## config.mk

```make
export PLATFORM = sky130hd
export DESIGN_NAME = pif_flag_reg_two
export DESIGN_NICKNAME = d
export VERILOG_FILES = /design/src/pif_pkg.sv /design/src/pif_flag_bit.sv /design/src/pif_flag_reg_two.sv
export SDC_FILE = /design/constraint.sdc
export NUM_CORES = 1
export LEC_CHECK = 0
export BUFFER_PORTS_ARGS = -buffer_cell sky130_fd_sc_hd__buf_2
export CAP_MARGIN = 20
export CORE_MARGIN = 1
export CORE_UTILIZATION = 36
export CTS_BUF_LIST = sky130_fd_sc_hd__clkbuf_2 sky130_fd_sc_hd__clkbuf_4 sky130_fd_sc_hd__clkbuf_8
export CTS_CLUSTER_DIAMETER = 200
export DETAILED_ROUTE_END_ITERATION = 7
export PLACE_DENSITY = 0.82
export SYNTH_ARGS = -nofsm -noshare
export SYNTH_HDL_FRONTEND = slang
export SYNTH_HIERARCHICAL = 1
export SYNTH_SLANG_ARGS = --single-unit
```

## constraint.sdc

```tcl
create_clock -name sys_clk -period 1.8 [get_ports sys_clk]
set_clock_uncertainty 0.15 [all_clocks]
set_input_delay 0.18 -clock sys_clk [delete_from_list [all_inputs] [get_ports sys_clk]]
set_output_delay 0.18 -clock sys_clk [all_outputs]
set_load 0.005 [all_outputs]
```

## src/pif_pkg.sv

```systemverilog
// Package: register map, field layout and carrier types of the peripheral flag register two
// Overview of operation
// - Bits 7 and 3 to 1 read as zero and ignore writes.
// - Bit 6 is set when the second comparator raises its request or when software writes a one to it.
// - Bit 5 is set when the first comparator raises its request or when software writes a one to it.
// - Bit 4 is set when the memory controller finishes a programming task or when software writes a one to it.
// - Bit 0 is set when the oscillator accumulator rolls over or when software writes a one to it.
// - Flags are set by hardware regardless of any individual or global enable state.
package pif_pkg;
   localparam logic [3:0] PIF_FLAGS_OFFSET = 4'h0;
   localparam logic [3:0] PIF_SOURCES_OFFSET = 4'h4;
   localparam int PIF_BIT_COMP_B = 6;
   localparam int PIF_BIT_COMP_A = 5;
   localparam int PIF_BIT_MEM_DONE = 4;
   localparam int PIF_BIT_OSC_ROLL = 0;
   localparam logic [7:0] PIF_IMPL_MASK = 8'h71;
   localparam logic [7:0] PIF_FLAGS_RESET = 8'h00;
   localparam logic [31:0] PIF_UNMAPPED_DATA = 32'h0000_0000;

   // One request line per flag source
   typedef struct packed {
      logic comparator_b;
      logic comparator_a;
      logic memory_done;
      logic oscillator_rollover;
   } pif_sources_t;

   // Wishbone request bundle from the master
   typedef struct packed {
      logic cyc;
      logic stb;
      logic we;
      logic [3:0] adr;
      logic [3:0] sel;
      logic [31:0] dat;
   } pif_wb_req_t;
endpackage : pif_pkg

```

## src/pif_flag_bit.sv

```systemverilog
// One sticky request flag with software load and hardware set
`timescale 1ns/100ps
module pif_flag_bit
   import pif_pkg::*;
(
   input wire logic sys_clk,
   input wire logic rst_b,
   input wire logic hw_set,
   input wire logic sw_write,
   input wire logic sw_value,
   output logic flag
);
   // Hardware set wins so an event in the clearing cycle is kept
   always_ff @(posedge sys_clk or negedge rst_b) begin
      if (!rst_b) begin
         flag <= PIF_FLAGS_RESET[0];
      end else if (hw_set) begin
         flag <= 1'b1;
      end else if (sw_write) begin
         flag <= sw_value;
      end
   end
endmodule : pif_flag_bit

```

## src/pif_flag_reg_two.sv

```systemverilog
// Peripheral interrupt flag register two with a classic Wishbone slave
`timescale 1ns/100ps
module pif_flag_reg_two
   import pif_pkg::*;
(
   input wire logic sys_clk,
   input wire logic rst_b,
   input wire pif_wb_req_t wb_req,
   output logic [31:0] wb_dat_o,
   output logic wb_ack_o,
   input wire pif_sources_t src,
   output logic [7:0] peripheral_irq_flags_two
);
   // Bus-side decode of the current cycle
   logic access;
   logic read_req;
   logic write_req;
   logic hit_flags;
   logic hit_sources;
   logic lane0_on;
   logic flag_write;
   logic next_ack;

   // Read path
   logic [31:0] next_rd_data;

   // Flag storage and its placement in the register
   logic [7:0] flags;
   logic [3:0] flag_q;

   // Hardware request path
   logic [3:0] src_vec;
   logic [3:0] src_prev;
   logic [3:0] hw_set;

   // Software write path
   logic [3:0] wr_vec;

   // A request counts once; the ack flop masks the second cycle of the same strobe
   assign access = wb_req.cyc && wb_req.stb && !wb_ack_o;

   // Direction split of a taken request
   assign read_req = access && !wb_req.we;
   assign write_req = access && wb_req.we;

   // Address match; the low nibble is the whole map
   assign hit_flags = (wb_req.adr == PIF_FLAGS_OFFSET);
   assign hit_sources = (wb_req.adr == PIF_SOURCES_OFFSET);

   // Only byte lane 0 carries register bits; other lanes are ignored
   assign lane0_on = wb_req.sel[0];

   // Flag write strobe; the source view is read-only, so writes there are dropped
   assign flag_write = write_req && hit_flags && lane0_on;

   // Every taken access is answered, mapped or not, so a master never hangs
   assign next_ack = access;

   // Single-cycle answer; ack drops the cycle after it was given
   always_ff @(posedge sys_clk or negedge rst_b) begin
      if (!rst_b) begin
         wb_ack_o <= 1'b0;
      end else begin
         wb_ack_o <= next_ack;
      end
   end

   // Request lines gathered high to low in flag order
   assign src_vec = {src.comparator_b, src.comparator_a, src.memory_done, src.oscillator_rollover};

   // Previous levels; reset value equals the idle level so no false edge follows reset
   always_ff @(posedge sys_clk or negedge rst_b) begin
      if (!rst_b) begin
         src_prev <= 4'h0;
      end else begin
         src_prev <= src_vec;
      end
   end

   // A held level sets its flag once, so software can clear it while the level stays up
   assign hw_set = src_vec & ~src_prev;

   // Written value for the four implemented bits, high to low
   assign wr_vec = {wb_req.dat[PIF_BIT_COMP_B], wb_req.dat[PIF_BIT_COMP_A],
                    wb_req.dat[PIF_BIT_MEM_DONE], wb_req.dat[PIF_BIT_OSC_ROLL]};

   // Second comparator flag; absent source on small parts simply never rises
   pif_flag_bit u_flag_comp_b (
      .sys_clk(sys_clk),
      .rst_b(rst_b),
      .hw_set(hw_set[3]),
      .sw_write(flag_write),
      .sw_value(wr_vec[3]),
      .flag(flag_q[3])
   );

   // First comparator flag
   pif_flag_bit u_flag_comp_a (
      .sys_clk(sys_clk),
      .rst_b(rst_b),
      .hw_set(hw_set[2]),
      .sw_write(flag_write),
      .sw_value(wr_vec[2]),
      .flag(flag_q[2])
   );

   // Memory programming done flag
   pif_flag_bit u_flag_mem_done (
      .sys_clk(sys_clk),
      .rst_b(rst_b),
      .hw_set(hw_set[1]),
      .sw_write(flag_write),
      .sw_value(wr_vec[1]),
      .flag(flag_q[1])
   );

   // Oscillator rollover flag
   pif_flag_bit u_flag_osc_roll (
      .sys_clk(sys_clk),
      .rst_b(rst_b),
      .hw_set(hw_set[0]),
      .sw_write(flag_write),
      .sw_value(wr_vec[0]),
      .flag(flag_q[0])
   );

   // Place flags; unused positions tie to zero
   always_comb begin
      flags = 8'h00;
      flags[PIF_BIT_COMP_B] = flag_q[3];
      flags[PIF_BIT_COMP_A] = flag_q[2];
      flags[PIF_BIT_MEM_DONE] = flag_q[1];
      flags[PIF_BIT_OSC_ROLL] = flag_q[0];
      flags = flags & PIF_IMPL_MASK;
   end

   // Flag vector straight from the flops, no extra latency
   assign peripheral_irq_flags_two = flags;

   // Read selection; unmapped offsets return zero so no stale data leaks out
   always_comb begin
      next_rd_data = PIF_UNMAPPED_DATA;
      if (hit_flags) begin
         next_rd_data = {24'h00_0000, flags};
      end else if (hit_sources) begin
         next_rd_data = {28'h000_0000, src_vec};
      end
   end

   // Read data registered alongside ack and held until the next read
   always_ff @(posedge sys_clk or negedge rst_b) begin
      if (!rst_b) begin
         wb_dat_o <= 32'h0000_0000;
      end else if (read_req) begin
         wb_dat_o <= next_rd_data;
      end
   end
endmodule : pif_flag_reg_two

```

==> metrics, run 1 <==
total CTS buffers=3; Max VDD drop=453 uV; Worst path top cell family by delay=simple AND/OR/NAND/NOR gates; 1st-pass router iterations=4; most frequent cells in the layout=conb_1, buf_2, dfrtp_1; Die ar.=2600 sq um; Clock Sinks=16; Ys Warns=6; ordered cell list for the critical path=dlygate4sd3_1 -> buf_2 -> nand2_1 -> nor2_1 -> and4_1 -> nor2b_1 -> a211o_1; # rows=17; Buf/Inv on CP=2; Nets=172; Final Non-Filler Cells=150; initial antenna violation count=0; Synth Area in XOR/XNOR=0; final setup fails=0; Synth Area in Compound Gates=0.110; Initial Utilization=0.387; IO buf count=29; fin. max-slew vios=0; run status=finished, final reports clean; Crit Path Max Fanout=7; CP max stage cell=dlygate4sd3_1; Mapped Area=865 sq um; final setup TNS=0 ns; Mapped Cells=77; DR vias/cell=4.14; Worst-Skew Late Latency=0.28 ns; slowest stage delay, CP=0.52 ns; max-cap violations=0; DRC Markers=0; Switching Fraction=0.234; die width=51.0 um; Yosys cell types=16; CTS Root Cell=clkbuf_4; Max H-tree Level=1; fmax=588 MHz; Die Span Y=51.0 um; dpl hpwl=1120 um; Via Count=621; Max clock buf depth=2; Area after DPL=950 sq um; grt ovf=0; Overall Power=715 uW; Pleak=0.000570 uW; post-synthesis sequential element count=16; final worst-path cycle share=0.945; PD cells=652 nW/um^2; CP Data Required Time=1.82 ns; switching power=167 uW; largest net degree at the start of global routing=17; Area Growth Syn to Fin=26.8%; Data arrival, critical path=1.72 ns; mux contribution to synthesized area=0.0116; post-route cell area=1100 sq um; Top Ports=90; first-pass GRT wire length=2460 um; Hold/Removal Path Class=primary input to flip-flop; Core Area=2230 sq um; RSZ-0062 raised after global routing=no; vias in the first global route=586; Post-DRT Antenna Nets=0; GP Congestion=0.704; wire length per cell=10.2 um; post-placement cell count=135; DRT Wirelength=1530 um; Flop pwr share=0.533; largest family of logic cells by synthesized area=buffers and inverters; CP Capture Type=flip-flop; share of cells above drive strength 1=0.320; fin crit period=1.70 ns; WS Path Type=primary input to flip-flop; Avg Inst Size Synth=11.2 sq um; TritonCTS clock tree=yes; initial detailed-routing violation count=6; # diodes=0; Synth Area in Simple Gates=0.149; Cell Int Power=547 uW; Comb pwr share=0.141; GRT Total Usage=0.127; Final Hold Vio Count=0; clk slew on worst S/H paths=0.09 ns; critical path startpoint category=primary input; Clk network pwr share=0.326; adder-cell share of the synthesized area=0; post-layout util=0.491; Post-CTS Setup Inserts=0; register area share after synthesis=0.463
registers in the layout, indices dropped and copies added (netlist names):
register              flops
src_prev                  4
u_flag_comp_a/flag        1
u_flag_comp_b/flag        1
u_flag_mem_done/flag      1
u_flag_osc_roll/flag      1
wb_ack_o                  1
wb_dat_o                  7
layout make-up:
cell class / instances / area (sq um)
Inverter: 1 / 3.75
Timing Repair Buffer: 43 / 278
Sequential cell: 16 / 400
Tap cell: 28 / 35.0
Fill cell: 219 / 1140
Clock buffer: 4 / 36.3
Multi-Input combinational cell: 58 / 343
path summary, 6_finish.rpt:
path	from	end	slack [ns]	cells past startpoint
worst max-delay path	wb_req[41]	u_flag_comp_b/flag	0.1	7
min in group asynchronous	rst_b	src_prev[3]	0.17	2
worst min register to register	wb_dat_o[0]	wb_dat_o[0]	0.34	2
worst max register to register	wb_ack_o	u_flag_comp_b/flag	0.25	4
worst min-delay path	wb_req[38]	wb_dat_o[0]	0.14	3
max in group asynchronous	rst_b	wb_dat_o[5]	1.08	2
through the flow:
stage | setup slack, ns | hold WS [ns]
2_1_floorplan | 0.221 | -0.266
4_1_cts | 0.114 | 0.136
6_report | 0.0992 | 0.139
5_1_grt | 0.0271 | 0.141
3_3_place_gp | 0.0948 | -0.0484
3_5_place_dp | 0.0647 | -0.0415
power groups by stage:
stage / clock network [uW] / logic [uW] / registers [uW]
detailed placement: 0 / 82.0 / 388
global route: 257 / 114 / 383
floorplan: 0 / 81.9 / 388
CTS: 240 / 101 / 381
global placement: 0 / 79.4 / 387
finish: 233 / 101 / 381
per-layer routing:
| layer | share of wire | track usage | up-vias |
|---|---|---|---|
| met3 | 0.052 | 0.0119 | 0 |
| met1 | 0.36 | 0.136 | 297 |
| met4 | 0 | 0.0556 | 0 |
| met5 | 0 | 0 | - |
| met2 | 0.59 | 0.246 | 33 |
| li1 | - | - | 291 |
cells by family (layout without fill, tap and decap cells):
kind of cell	count (synthesis)	count (layout)
flip-flops	16	16
multiplexers	1	1
other	1	29
AND/OR/NAND/NOR	17	17
AO/OA/AOI/OAI	11	11
buffers and inverters	31	48
synth_stat cells:
cell	instances	area [sq um]
buf_4	29	218
and4_1	1	8.76
o31ai_1	1	7.51
or3_4	1	11.3
nor3_4	2	32.5
inv_1	1	3.75
nand4bb_1	1	11.3
mux2i_1	1	10.0
conb_1	1	3.75
buf_2	1	5.00
nor2_1	2	7.51
nor2b_1	8	50.1
dfrtp_1	16	400
a211o_1	4	35.0
a22o_1	6	52.6
nand2_1	2	7.51
timing repair:
item | CTS | global route
endpoints found under the hold margin | 27 | 0
setup endpoints to repair | 0 | 0
gates resized for setup | 0 | 0
hold buffers | 11 | 0
worst register-to-register path, cell delays in order (launching register included):
cell     delay, ns
dfrtp_1       0.40
nor2_1        0.14
and4_1        0.38
nor2b_1       0.09
a211o_1       0.28
Power figures use the tool's default switching activity.
==> run 2: changes to the inputs <==
- CORE_UTILIZATION: 36 -> 32
- PLACE_DENSITY: 0.82 -> 0.77
- clock period: 1.8 -> 1.4 ns (I/O delays scaled with it)
==> run 2 against run 1 <==
Compared with the run above:
- die area rose by 12%
- cell count up 0.67%
- via count fell by 1.3%
- sequential share of layout area grew 0.084 points
- utilization fell by 5.7 points
- register-to-register slack got worse by 0.19 ns
- first-iteration DRC count decreased by 17%
- non-clock buffer count shrank 1
==> metrics, run 2 (same netlist as run 1, synthesis figures left out) <==
run status=finished, final reports clean; Final Hold Vio Count=0; most frequent cells in the layout=conb_1, buf_2, dfrtp_1; Area Growth Syn to Fin=26.5%; initial detailed-routing violation count=5; Max VDD drop=543 uV; wire length per cell=9.95 um; first-pass GRT wire length=2360 um; DRT Wirelength=1500 um; register with the most flip-flops=wb_dat_o; Via Count=613; Initial Utilization=0.343; CTS Root Cell=clkbuf_4; post-layout util=0.434; max-cap violations=0; critical path startpoint category=flip-flop; GR Util met2=0.228; TritonCTS clock tree=yes; max reg flops=7; final worst-path cycle share=0.960; Die ar.=2910 sq um; Pleak=0.000571 uW; Top Ports=90; Post-CTS Setup Inserts=0; GP Congestion=0.680; M1 GR Usage=0.113; Max clock buf depth=2; largest net degree at the start of global routing=17; final setup fails=0; Regs by FF count=wb_dat_o: 7 flops, src_prev: 4 flops; fmax=744 MHz; initial antenna violation count=0; vias in the first global route=596; Die Span Y=54.0 um; GRT busiest layer=met2; total CTS buffers=3; IO buf count=29; share of cells above drive strength 1=0.339; Core Area=2520 sq um; DR vias/cell=4.06; Nets=171; die width=54.0 um; Worst-Skew Late Latency=0.28 ns; Post-DRT Antenna Nets=0; Clock Sinks=16; Crit Path Max Fanout=7; WS Path Type=flip-flop to flip-flop; grt ovf=0; Data arrival, critical path=1.36 ns; dpl hpwl=1150 um; DRC Markers=0; worst hold slack=0.123 ns; PD cells=837 nW/um^2; fin crit period=1.34 ns; # rows=18; 1st-pass router iterations=2; fin. max-slew vios=0; clk slew on worst S/H paths=0.09 ns; met3 Use GR=0.0113; # diodes=0; CP Data Required Time=1.42 ns; Hold/Removal Path Class=primary input to flip-flop; CP Capture Type=flip-flop; GRT Total Usage=0.115; Max H-tree Level=1
## run 2: changes by cell type in the layout (fill, tap and decap cells not counted), sizes merged
cell	before	now
dlygate4sd3	11	10
## run 2: what timing repair did
item,in CTS,in global routing
hold buffers,10,0
resized for setup,0,1
endpoints found under the setup margin,0,4
hold endpoints to repair,28,0
## run 2: metal layers
layer	vias to the layer above	routed length (um)
li1	288	-
met1	284	543
met3	2	106
met5	-	0
met4	0	15
met2	39	837
## run 2: worst max-delay path, cell delays in order, from the launching register on
cell and delay [ns]:
dfrtp_1 0.40, nor2_2 0.11, and4_4 0.28, nor2b_1 0.07
a211o_1 0.23
## run 2: where the power goes
group | switching (uW) | internal, uW | total (uW)
Sequential | 9.51 | 481 | 490
Clock | 139 | 158 | 297
Combinational | 64.3 | 63.4 | 128
Total | 213 | 702 | 915
## run 2: per-stage QoR
step | instances | instance area, sq um | power [uW] | TNS, ns | setup slack (ns)
5_1_grt | 151 | 1090 | 975 | -0.0332 | -0.0180
6_report | 151 | 1090 | 915 | 0 | 0.0562
3_5_place_dp | 137 | 955 | 606 | -0.559 | -0.150
2_1_floorplan | 105 | 972 | 605 | -0.154 | -0.0385
3_3_place_gp | 137 | 955 | 601 | -0.517 | -0.132
4_1_cts | 151 | 1090 | 928 | 0 | 0.0163
## run 2: worst paths after layout
kind                                   from                   end  slack, ns  depth (start not counted)
min in group asynchronous             rst_b           src_prev[3]       0.13                          2
worst max register to register     wb_ack_o  u_flag_osc_roll/flag       0.06                          4
worst min-delay path             wb_req[38]           wb_dat_o[5]       0.12                          3
worst max-delay path               wb_ack_o  u_flag_osc_roll/flag       0.06                          4
max in group asynchronous             rst_b              wb_ack_o       0.71                          2
worst min register to register  wb_dat_o[0]           wb_dat_o[0]       0.36                          2
## run 2: final cells by class
cell class / instances / area, sq um
fill: 249 / 1430
multi-input combinational: 58 / 348
tap: 30 / 37.5
clock buffer: 4 / 36.3
inverter: 1 / 3.75
sequential: 16 / 400
timing repair buffer: 42 / 268
